### config.mk
export PLATFORM = sky130hd
export DESIGN_NAME = utp_tx
export DESIGN_NICKNAME = d
export VERILOG_FILES = /design/src/design/utp_pkg.sv /design/src/design/utp_baud.sv /design/src/design/utp_tx.sv
export SDC_FILE = /design/constraint.sdc
export NUM_CORES = 1
export LEC_CHECK = 0
export BUFFER_PORTS_ARGS = -buffer_cell sky130_fd_sc_hd__buf_2
export CAP_MARGIN = 25
export CORE_MARGIN = 2
export CORE_UTILIZATION = 50
export CTS_BUF_LIST = sky130_fd_sc_hd__clkbuf_8
export CTS_CLUSTER_DIAMETER = 200
export DETAILED_ROUTE_END_ITERATION = 6
export PLACE_DENSITY = 0.67
export SYNTH_ARGS = -nofsm -noshare
export SYNTH_HDL_FRONTEND = slang
export SYNTH_HIERARCHICAL = 1
export SYNTH_SLANG_ARGS = --single-unit
### constraint.sdc
create_clock -name pclk -period 11.5 [get_ports pclk]
set_input_delay 0.575 -clock pclk [delete_from_list [all_inputs] [get_ports pclk]]
set_output_delay 0.575 -clock pclk [all_outputs]
set_load 0.02 [all_outputs]
### src/design/utp_pkg.sv
// shared constants and types for the uart transmit path
package utp_pkg;
  // register byte offsets on the apb bus
  localparam logic [7:0] OFF_HOLD = 8'h00; // transmit_holding, write only
  localparam logic [7:0] OFF_IER = 8'h04; // interrupt_enable (mask)
  localparam logic [7:0] OFF_ISR = 8'h08; // interrupt_status, write one to clear
  localparam logic [7:0] OFF_FCR = 8'h0c; // fifo_control
  localparam logic [7:0] OFF_LCR = 8'h10; // line format
  localparam logic [7:0] OFF_MCR = 8'h14; // modem_control
  localparam logic [7:0] OFF_LSR = 8'h18; // line_status, read only
  localparam logic [7:0] OFF_DLL = 8'h1c; // divisor low byte
  localparam logic [7:0] OFF_DLM = 8'h20; // divisor_high_byte
  localparam logic [7:0] OFF_DLD = 8'h24; // divisor_fraction
  // field positions
  localparam int IER_TX_EMPTY = 1; // transmit-empty enable / status bit
  localparam int FCR_FIFO_EN = 0;
  localparam int FCR_TX_FLUSH = 2; // self-clearing transmit fifo reset
  localparam int FCR_BLOCK = 3; // block transfer mode
  localparam int MCR_PRESCALE = 7; // divide input clock by 4
  localparam int LSR_HOLD_EMPTY = 5;
  localparam int LSR_SHIFT_EMPTY = 6;
  // reset values
  localparam logic [7:0] DLL_RST = 8'h01; // divisor resets to one
  localparam logic [7:0] DLM_RST = 8'h00;
  localparam logic [7:0] DLD_RST = 8'h00;
  localparam logic [7:0] LCR_RST = 8'h03; // eight data bits, one stop, no parity
  // counts
  localparam int OS_16X = 16; // sampling clocks per bit
  localparam int OS_8X = 8;
  localparam int OS_4X = 4;
  localparam logic [1:0] PRE_DIV4_LAST = 2'h3; // last count of the divide-by-4
  localparam logic [4:0] FRAC_STEP = 5'h10; // one input tick in sixteenths
  localparam int MIN_DATA_BITS = 5;
  // line format carrier, low five bits of the format register
  typedef struct packed {
    logic parity_even; // even when set, odd otherwise
    logic parity_en;
    logic two_stop;
    logic [1:0] word_len; // data bits minus five
  } utp_lcr_t;
endpackage

### src/design/utp_baud.sv
// prescaler, fractional baud divisor and oversampling counter
`timescale 1ns/1ps
`default_nettype none
module utp_baud (
  // clock and reset
  input wire logic pclk,
  input wire logic presetn,
  input wire logic ce,
  // configuration
  input wire logic prescale4,
  input wire logic [15:0] div_int,
  input wire logic [3:0] div_frac,
  input wire logic [1:0] mode,
  // one pulse per serial bit time
  output logic bit_tick
);
  logic [1:0] pre_r, pre_nxt; // prescaler count
  logic [20:0] acc_r, acc_nxt; // phase accumulator in sixteenths
  logic [3:0] os_r, os_nxt; // sampling clocks within a bit
  logic tick_r, tick_nxt;
  logic [20:0] div16; // divisor in sixteenths
  logic [3:0] os_last; // last sampling count of a bit
  logic pre_tick, samp_tick;

  // next state: prescale, divide, then count sampling clocks
  always_comb begin
    div16 = {1'b0, div_int, div_frac};
    // a zero integer part would tick on every prescaled clock whatever the fraction, so clamp to one
    if (div_int == 16'h0000) begin
      div16 = 21'h000010;
    end
    case (mode)
      2'b00: os_last = 4'(utp_pkg::OS_16X - 1);
      2'b01: os_last = 4'(utp_pkg::OS_8X - 1);
      default: os_last = 4'(utp_pkg::OS_4X - 1);
    endcase
    pre_tick = !prescale4 || (pre_r == utp_pkg::PRE_DIV4_LAST);
    pre_nxt = prescale4 ? pre_r + 2'h1 : 2'h0;
    acc_nxt = acc_r;
    samp_tick = 1'b0;
    if (pre_tick) begin
      // fraction resolves in steps of one sixteenth
      acc_nxt = acc_r + 21'(utp_pkg::FRAC_STEP);
      if (acc_nxt >= div16) begin
        acc_nxt = acc_nxt - div16;
        samp_tick = 1'b1;
      end
    end
    os_nxt = os_r;
    tick_nxt = 1'b0;
    if (samp_tick) begin
      // bit time is 16, 8 or 4 sampling clocks
      if (os_r >= os_last) begin
        os_nxt = 4'h0;
        tick_nxt = 1'b1;
      end else begin
        os_nxt = os_r + 4'h1;
      end
    end
  end

  // registers, frozen while the clock enable is low
  always_ff @(posedge pclk or negedge presetn) begin
    if (!presetn) begin
      pre_r <= 2'h0;
      acc_r <= 21'h0;
      os_r <= 4'h0;
      tick_r <= 1'b0;
    end else if (ce) begin
      pre_r <= pre_nxt;
      acc_r <= acc_nxt;
      os_r <= os_nxt;
      tick_r <= tick_nxt;
    end
  end

  assign bit_tick = tick_r;
endmodule // utp_baud
`default_nettype wire

### src/design/utp_tx.sv
// uart transmit path: apb registers, transmit fifo, shifter, interrupt
`timescale 1ns/1ps
`default_nettype none
module utp_tx #(
  parameter int DEPTH = 32, // transmit fifo depth
  parameter int AW = 5 // fifo pointer width
) (
  // clock, reset, enable
  input wire logic pclk,
  input wire logic presetn,
  input wire logic ce,
  // apb slave
  input wire logic psel,
  input wire logic penable,
  input wire logic pwrite,
  input wire logic [7:0] paddr,
  input wire logic [31:0] pwdata,
  output logic [31:0] prdata,
  output logic pready,
  output logic pslverr,
  // serial line and side outputs
  output logic txd,
  output logic irq,
  output logic transmit_ready_n
);
  typedef enum logic [2:0] {TX_IDLE, TX_START, TX_DATA, TX_PARITY, TX_STOP} utp_state_t;

  // register bank
  logic [7:0] ier_r, ier_nxt; // interrupt_enable
  logic [7:0] isr_r, isr_nxt; // interrupt_status, sticky
  logic [7:0] fcr_r, fcr_nxt; // fifo_control
  logic [7:0] lcr_r, lcr_nxt; // line format
  logic [7:0] mcr_r, mcr_nxt; // modem_control
  logic [7:0] dll_r, dll_nxt, dlm_r, dlm_nxt, dld_r, dld_nxt; // divisor
  logic [31:0] prdata_r, prdata_nxt;
  logic pready_r, pready_nxt, pslverr_r, pslverr_nxt;
  logic irq_r, irq_nxt, rdy_n_r, rdy_n_nxt;
  logic empty_d_r, empty_d_nxt; // last cycle's holding-empty view
  // fifo
  logic [7:0] mem [DEPTH];
  logic [AW-1:0] wptr_r, wptr_nxt, rptr_r, rptr_nxt;
  logic [AW:0] cnt_r, cnt_nxt;
  // shifter
  utp_state_t st_r, st_nxt;
  logic [7:0] sh_r, sh_nxt; // tx_shifter
  logic [2:0] bcnt_r, bcnt_nxt; // data bit index
  logic scnt_r, scnt_nxt; // stop bit index
  logic par_r, par_nxt; // parity of the loaded byte
  logic txd_r, txd_nxt;
  // decoded helpers
  utp_pkg::utp_lcr_t lcr;
  logic wr_acc, mapped, push, pop, flush, full, hold_empty, shift_empty, tx_event, bit_tick;
  logic [AW:0] cap;
  logic [2:0] last_bit;
  logic [7:0] line_status, load_byte;

  assign lcr = utp_pkg::utp_lcr_t'(lcr_r[4:0]);
  assign last_bit = 3'(lcr.word_len + 3'(utp_pkg::MIN_DATA_BITS - 1));
  // without the fifo the holding register is a single slot
  assign cap = fcr_r[utp_pkg::FCR_FIFO_EN] ? (AW+1)'(DEPTH) : (AW+1)'(1);
  assign full = (cnt_r >= cap);
  // holding empty: byte moved to shifter, or fifo drained
  assign hold_empty = (cnt_r == '0);
  // shifter empty only when shifter and holding/fifo are both empty
  assign shift_empty = hold_empty && (st_r == TX_IDLE);
  assign line_status = {1'b0, shift_empty, hold_empty, 5'h00};
  assign wr_acc = psel && penable && pready_r && pwrite;
  assign load_byte = mem[rptr_r];
  assign mapped = (paddr <= utp_pkg::OFF_DLD) && (paddr[1:0] == 2'b00);

  // baud generator, advances the shifter once per bit time
  utp_baud u_baud (
    .pclk(pclk),
    .presetn(presetn),
    .ce(ce),
    .prescale4(mcr_r[utp_pkg::MCR_PRESCALE]),
    .div_int({dlm_r, dll_r}),
    .div_frac(dld_r[3:0]),
    .mode(dld_r[5:4]),
    .bit_tick(bit_tick)
  );

  // register bank next state and apb answers
  always_comb begin
    ier_nxt = ier_r;
    fcr_nxt = fcr_r;
    lcr_nxt = lcr_r;
    mcr_nxt = mcr_r;
    dll_nxt = dll_r;
    dlm_nxt = dlm_r;
    dld_nxt = dld_r;
    flush = 1'b0;
    push = 1'b0;
    // answer in the first access cycle; data and error set at setup
    pready_nxt = psel && !penable;
    prdata_nxt = prdata_r;
    // error flag stands only beside its ready pulse
    pslverr_nxt = 1'b0;
    if (psel && !penable) begin
      pslverr_nxt = !mapped;
      prdata_nxt = 32'h0;
      if (!pwrite) begin
        // holding register reads as zero, it is write only
        if (paddr == utp_pkg::OFF_IER) begin
          prdata_nxt = {24'h0, ier_r};
        end else if (paddr == utp_pkg::OFF_ISR) begin
          prdata_nxt = {24'h0, isr_r};
        end else if (paddr == utp_pkg::OFF_FCR) begin
          prdata_nxt = {24'h0, fcr_r};
        end else if (paddr == utp_pkg::OFF_LCR) begin
          prdata_nxt = {24'h0, lcr_r};
        end else if (paddr == utp_pkg::OFF_MCR) begin
          prdata_nxt = {24'h0, mcr_r};
        end else if (paddr == utp_pkg::OFF_LSR) begin
          prdata_nxt = {24'h0, line_status};
        end else if (paddr == utp_pkg::OFF_DLL) begin
          prdata_nxt = {24'h0, dll_r};
        end else if (paddr == utp_pkg::OFF_DLM) begin
          prdata_nxt = {24'h0, dlm_r};
        end else if (paddr == utp_pkg::OFF_DLD) begin
          prdata_nxt = {24'h0, dld_r};
        end
      end
    end
    if (wr_acc) begin
      if (paddr == utp_pkg::OFF_HOLD) begin
        // a write into a full holding area is dropped
        push = !full;
      end else if (paddr == utp_pkg::OFF_IER) begin
        ier_nxt = pwdata[7:0];
      end else if (paddr == utp_pkg::OFF_FCR) begin
        // flush bit self-clears; switching fifo mode also empties it
        fcr_nxt = pwdata[7:0] & ~(8'h01 << utp_pkg::FCR_TX_FLUSH);
        flush = pwdata[utp_pkg::FCR_TX_FLUSH] ||
                (pwdata[utp_pkg::FCR_FIFO_EN] != fcr_r[utp_pkg::FCR_FIFO_EN]);
      end else if (paddr == utp_pkg::OFF_LCR) begin
        lcr_nxt = pwdata[7:0];
      end else if (paddr == utp_pkg::OFF_MCR) begin
        mcr_nxt = pwdata[7:0];
      end else if (paddr == utp_pkg::OFF_DLL) begin
        dll_nxt = pwdata[7:0];
      end else if (paddr == utp_pkg::OFF_DLM) begin
        dlm_nxt = pwdata[7:0];
      end else if (paddr == utp_pkg::OFF_DLD) begin
        dld_nxt = {2'b00, pwdata[5:0]}; // only mode and fraction bits exist
      end
    end
    // transmit-empty event on holding-empty rising, in both modes
    empty_d_nxt = hold_empty;
    tx_event = hold_empty && !empty_d_r;
    isr_nxt = isr_r;
    if (wr_acc && (paddr == utp_pkg::OFF_ISR)) begin
      isr_nxt = isr_r & ~pwdata[7:0];
    end
    // set after clear so a same-cycle event survives
    if (tx_event) begin
      isr_nxt[utp_pkg::IER_TX_EMPTY] = 1'b1;
    end
    irq_nxt = |(isr_nxt & ier_nxt & (8'h01 << utp_pkg::IER_TX_EMPTY));
    // ready pin per mode
    if (!fcr_r[utp_pkg::FCR_FIFO_EN] || !fcr_r[utp_pkg::FCR_BLOCK]) begin
      rdy_n_nxt = !(cnt_nxt == '0);
    end else begin
      rdy_n_nxt = (cnt_nxt >= cap);
    end
  end

  // shifter next state, one step per bit time
  always_comb begin
    st_nxt = st_r;
    sh_nxt = sh_r;
    bcnt_nxt = bcnt_r;
    scnt_nxt = scnt_r;
    par_nxt = par_r;
    txd_nxt = txd_r;
    pop = 1'b0;
    if (bit_tick) begin
      case (st_r)
        TX_IDLE: begin
          txd_nxt = 1'b1; // line idles high
          pop = !hold_empty;
        end
        TX_START: begin
          txd_nxt = sh_r[0];
          sh_nxt = {1'b0, sh_r[7:1]};
          bcnt_nxt = 3'h0;
          st_nxt = TX_DATA;
        end
        TX_DATA: begin
          if (bcnt_r == last_bit) begin
            // parity only when enabled
            st_nxt = lcr.parity_en ? TX_PARITY : TX_STOP;
            txd_nxt = lcr.parity_en ? par_r : 1'b1;
            scnt_nxt = 1'b0;
          end else begin
            txd_nxt = sh_r[0];
            sh_nxt = {1'b0, sh_r[7:1]};
            bcnt_nxt = bcnt_r + 3'h1;
          end
        end
        TX_PARITY: begin
          st_nxt = TX_STOP;
          txd_nxt = 1'b1;
          scnt_nxt = 1'b0;
        end
        TX_STOP: begin
          if (scnt_r == lcr.two_stop) begin
            // next byte follows with no idle gap
            pop = !hold_empty;
            st_nxt = TX_IDLE;
          end else begin
            scnt_nxt = 1'b1;
          end
        end
        default: st_nxt = TX_IDLE;
      endcase
    end
    if (pop) begin
      // load starts the frame with its start bit
      sh_nxt = load_byte;
      // shift count kept four bits wide so an eight-bit word does not wrap to zero
      par_nxt = ^(load_byte & ~(8'hff << (4'(last_bit) + 4'h1))) ^ !lcr.parity_even;
      txd_nxt = 1'b0;
      st_nxt = TX_START;
    end
  end

  // fifo pointers and count; flush wins over a push in the same cycle
  always_comb begin
    wptr_nxt = wptr_r;
    rptr_nxt = rptr_r;
    cnt_nxt = cnt_r;
    if (flush) begin
      wptr_nxt = '0;
      rptr_nxt = '0;
      cnt_nxt = '0;
    end else begin
      if (push) begin
        wptr_nxt = AW'((32'(wptr_r) + 1) % DEPTH);
      end
      if (pop) begin
        rptr_nxt = AW'((32'(rptr_r) + 1) % DEPTH);
      end
      cnt_nxt = cnt_r + (AW+1)'(push) - (AW+1)'(pop);
    end
  end

  // fifo storage; no reset needed for the data words
  always_ff @(posedge pclk) begin
    if (ce && push) begin
      mem[wptr_r] <= pwdata[7:0];
    end
  end

  // all control state, frozen while the clock enable is low
  always_ff @(posedge pclk or negedge presetn) begin
    if (!presetn) begin
      ier_r <= 8'h00;
      isr_r <= 8'h00;
      fcr_r <= 8'h00;
      lcr_r <= utp_pkg::LCR_RST;
      mcr_r <= 8'h00;
      dll_r <= utp_pkg::DLL_RST;
      dlm_r <= utp_pkg::DLM_RST;
      dld_r <= utp_pkg::DLD_RST;
      prdata_r <= 32'h0;
      pready_r <= 1'b0;
      pslverr_r <= 1'b0;
      irq_r <= 1'b0;
      rdy_n_r <= 1'b0;
      empty_d_r <= 1'b1;
      wptr_r <= '0;
      rptr_r <= '0;
      cnt_r <= '0;
      st_r <= TX_IDLE;
      sh_r <= 8'h00;
      bcnt_r <= 3'h0;
      scnt_r <= 1'b0;
      par_r <= 1'b0;
      txd_r <= 1'b1;
    end else if (ce) begin
      ier_r <= ier_nxt;
      isr_r <= isr_nxt;
      fcr_r <= fcr_nxt;
      lcr_r <= lcr_nxt;
      mcr_r <= mcr_nxt;
      dll_r <= dll_nxt;
      dlm_r <= dlm_nxt;
      dld_r <= dld_nxt;
      prdata_r <= prdata_nxt;
      pready_r <= pready_nxt;
      pslverr_r <= pslverr_nxt;
      irq_r <= irq_nxt;
      rdy_n_r <= rdy_n_nxt;
      empty_d_r <= empty_d_nxt;
      wptr_r <= wptr_nxt;
      rptr_r <= rptr_nxt;
      cnt_r <= cnt_nxt;
      st_r <= st_nxt;
      sh_r <= sh_nxt;
      bcnt_r <= bcnt_nxt;
      scnt_r <= scnt_nxt;
      par_r <= par_nxt;
      txd_r <= txd_nxt;
    end
  end

  assign prdata = prdata_r;
  assign pready = pready_r;
  assign pslverr = pslverr_r;
  assign txd = txd_r;
  assign irq = irq_r;
  assign transmit_ready_n = rdy_n_r;
endmodule // utp_tx
`default_nettype wire

==> summary.txt <==
Timing
  • Final Hold Fails: 0
  • Slew Limit Headroom: 0.4027
  • Slew Limit Fails: 0
  • Skew final: 27.97 ps
  • Fmax: 216.9 MHz
  • Setup TNS: 0 ps
  • Slew @ Worst Pin: 895.9 ps
  • Period utilization: 0.4008
  • Tmin final: 4610 ps
  • Final setup fails: 0
  • RSZ-0062 raised after global routing: false

Synth
  • Post-synth ARST share: 0.3453
  • Post-Syn Area per Cell: 13.44 sq um
  • Ys Warns: 6
  • Post-synth EDFFs: 256
  • Top_reg_cell synth: edfxtp_1
  • Sequential share of the synthesized area: 0.6029
  • Synth Register Bits: 391
  • Cells after Synth: 1366
  • Syn Std Cell Area: 0.01836 sq mm
  • Library cells used by synthesis: 78

Setup path
  • Worst R2R End: transmit_ready_n$_DFFE_PN0P_
  • WS Path Type: reg2reg
  • Required @ worst endpoint: 12010 ps
  • Crit-path max FO: 15
  • CP arrival: 5120 ps
  • Startpoint types: flop
  • CP bufs+invs: 4
  • Depth of the worst register-to-register path: 20
  • Slowest-stage cell, CP: a2111oi_0
  • CP cell instances: inv_1, ha_1, and3_1, a2111oi_0, buf_4, nand2_1, inv_1, ha_1, inv_1, ha_1, fa_1, a21oi_1, nor2_1, nor2_1, xor2_1, a31oi_1, or3b_1, a21oi_1, a31oi_1, mux2_2
  • Worst r2r src: cnt_r[3]$_DFFE_PN0P_
  • Crit end category: flop
  • R2r setup slk: 6890 ps
  • Kind of cell adding the most delay to the critical path: simple AND/OR/NAND/NOR gates
  • Worst path max stage delay: 480 ps

Detailed routing
  • Met3 routed wirelength: 2124 um
  • Drt drc: 0
  • Final antenna-violating net count: 0
  • Met1 wire length: 17820 um
  • Top sig layer: met4
  • DR iter-0 viols: 898
  • Vias: 11227
  • WL/cell: 20.87 um
  • Routed length on met2: 19450 um
  • Routed vias/inst: 5.805
  • Post-Route WL: 40360 um
  • Detailed Routing Iterations Pass 1: 5

Floorplan
  • Die Height: 195.6 um
  • Core Area: 0.03635 sq mm
  • Die ar.: 0.03828 sq mm
  • Io pins: 83
  • Row count: 70
  • Width of the die: 195.6 um
  • Initial core utilization: 0.5052

Clock tree
  • CTS root buf: clkbuf_8
  • CTS H-tree lvls: 2
  • Worst skew pair latency: 640 ps
  • Clock tree sinks: 391
  • CTS resizes: 0
  • Clock tree buffer depth: 3
  • CTS clk-pin slew, worst paths: 60 ps
  • CTS tree: built
  • TritonCTS Buffers: 61

Hold path
  • WHS Path Cells: 3
  • Hold path start: pwrite
  • Hold Path End: prdata[6]$_DFFE_PN0P_
  • Min-delay worst type: in2reg

Placement
  • Dpl hpwl: 25580 um
  • Placed Cells: 1820
  • GP Congestion: 0.8695
  • PortBufs: 34

Power and ir drop
  • PD cells: 195.7 mW/mm^2
  • Cell leakage power: 0.007407 uW
  • Max rail drop VDD: 0.0001336 V
  • Power, Total: 3921 uW

Global route
  • Total gr overflow: 0
  • GRT Resource Usage Total: 0.2160
  • Antenna violations before repair: 0
  • Largest net degree at the start of global routing: 71
  • Vias in the first global route: 11338
  • Global-route wire length before repair: 63360 um

Finish
  • Diode count: 0
  • Post-Layout Cell Count: 1934
  • Layout cells sized above 1: 0.1835
  • Commonest non-fill, non-tap cell in the layout: edfxtp_1
  • Area delta synth->final: 9.076%
  • Final nets: 1508
  • Most frequent cells in the layout: edfxtp_1, dfrtp_1, nor2_1
  • Fill count: 2946

Outcome
  • Status: completed

Run
  • Max-cap viol count: 0
## worst max-delay path by stage
stage | slack [ps] | cells past startpoint | startpoint | to
floorplan | 7370 | 17 | paddr[1] | transmit_ready_n$_DFFE_PN0P_
CTS | 6910 | 20 | cnt_r[3]$_DFFE_PN0P_ | transmit_ready_n$_DFFE_PN0P_
detailed placement | 6790 | 18 | paddr[1] | transmit_ready_n$_DFFE_PN0P_
finish | 6890 | 20 | cnt_r[3]$_DFFE_PN0P_ | transmit_ready_n$_DFFE_PN0P_
global placement | 6800 | 18 | paddr[1] | transmit_ready_n$_DFFE_PN0P_
global route | 6520 | 20 | cnt_r[3]$_DFFE_PN0P_ | transmit_ready_n$_DFFE_PN0P_
## where the power goes
group / internal [uW] / switching (uW) / total [uW] / leakage [uW]
Sequential: 1580 / 114 / 1700 / 0.00407
Clock: 592 / 531 / 1120 / 0.000681
Combinational: 500 / 602 / 1100 / 0.00266
Total: 2670 / 1250 / 3920 / 0.00741
## tightest hold or removal path, cell delays in order
cell,delay [ps]
buf_2,80
or2_2,170
o21ai_0,90
## synth_stat cells, types with 10 or more instances
| cell type | number | area, sq um |
|---|---|---|
| a21oi_1 | 61 | 305.3 |
| a22oi_1 | 14 | 105.1 |
| a31oi_1 | 13 | 81.33 |
| and3_1 | 10 | 62.56 |
| buf_4 | 28 | 210.2 |
| clkbuf_1 | 37 | 138.9 |
| dfrtp_1 | 130 | 3253 |
| edfxtp_1 | 256 | 7687 |
| ha_1 | 44 | 550.5 |
| inv_1 | 50 | 187.7 |
| mux2_2 | 64 | 720.7 |
| mux2i_1 | 24 | 240.2 |
| mux4_2 | 62 | 1396 |
| nand2_1 | 99 | 371.6 |
| nand3_1 | 39 | 195.2 |
| nand4_1 | 15 | 93.84 |
| nor2_1 | 113 | 424.2 |
| nor2b_1 | 13 | 81.33 |
| nor3_1 | 13 | 65.06 |
| o21ai_0 | 59 | 295.3 |
| xnor2_1 | 31 | 271.5 |
| xor2_1 | 20 | 175.2 |
## layer usage
| metal | track usage | vias to the layer above |
|---|---|---|
| li1 | - | 5207 |
| met1 | 0.2956 | 5642 |
| met2 | 0.3571 | 310 |
| met3 | 0.03264 | 68 |
| met4 | 0.07125 | 0 |
| met5 | 0 | - |
## repair_timing
item	CTS	global route
buffers inserted	0	0
endpoints found under the hold margin	64	0
setup endpoints to repair	0	0
hold buffers	1	0
## flip-flops by register name, summed over array words and instances (netlist names), 3 cells and up, named ones only
| register | count |
|---|---|
| dlm_r | 8 |
| fcr_r | 7 |
| bcnt_r | 3 |
| dld_r | 6 |
| sh_r | 8 |
| lcr_r | 8 |
| cnt_r | 6 |
| u_baud/os_r | 4 |
| ier_r | 7 |
| wptr_r | 5 |
| isr_r | 7 |
| mem | 256 |
| mcr_r | 8 |
| u_baud/acc_r | 21 |
| prdata | 8 |
| rptr_r | 5 |
| st_r | 3 |
| dll_r | 8 |
## stage by stage
| step | instance area [sq um] | util | hold slack, ps | setup WS (ps) |
|---|---|---|---|---|
| finish | 20030 | 0.5511 | 333.1 | 6890 |
| global route | 20030 | 0.5511 | 325.2 | 6525 |
| CTS | 20030 | 0.5511 | 277.1 | 6907 |
| floorplan | 18450 | - | 279.4 | 7374 |
| global placement | 18840 | 0.5183 | 460.1 | 6797 |
| detailed placement | 18850 | 0.5185 | 469.5 | 6793 |
## kinds of logic (layout without fill, tap and decap cells)
logic type / after synthesis / in the layout / synth area share
DFF: 391 / 391 / 0.6029
and+or+nand+nor: 354 / 354 / 0.09294
AOI/OAI and AO/OA: 235 / 235 / 0.08128
muxes: 151 / 151 / 0.1290
buffers and inverters: 136 / 213 / 0.03597
xor gates and xnor gates: 52 / 52 / 0.02555
adders and majority gates: 46 / 46 / 0.03216
other: 1 / 24 / 0.0002042
## layout make-up
type / instances / area [sq um] / share of cell area
Sequential cell: 391 / 11080 / 0.5530
Clock buffer: 66 / 908.4 / 0.04535
Clock inverter: 47 / 266.5 / 0.01331
Tap cell: 468 / 585.6 / 0.02923
Timing Repair Buffer: 47 / 276.5 / 0.01380
Inverter: 53 / 198.9 / 0.009932
Multi-Input combinational cell: 862 / 6718 / 0.3354
Note: power is estimated with default switching activity, not from simulation.
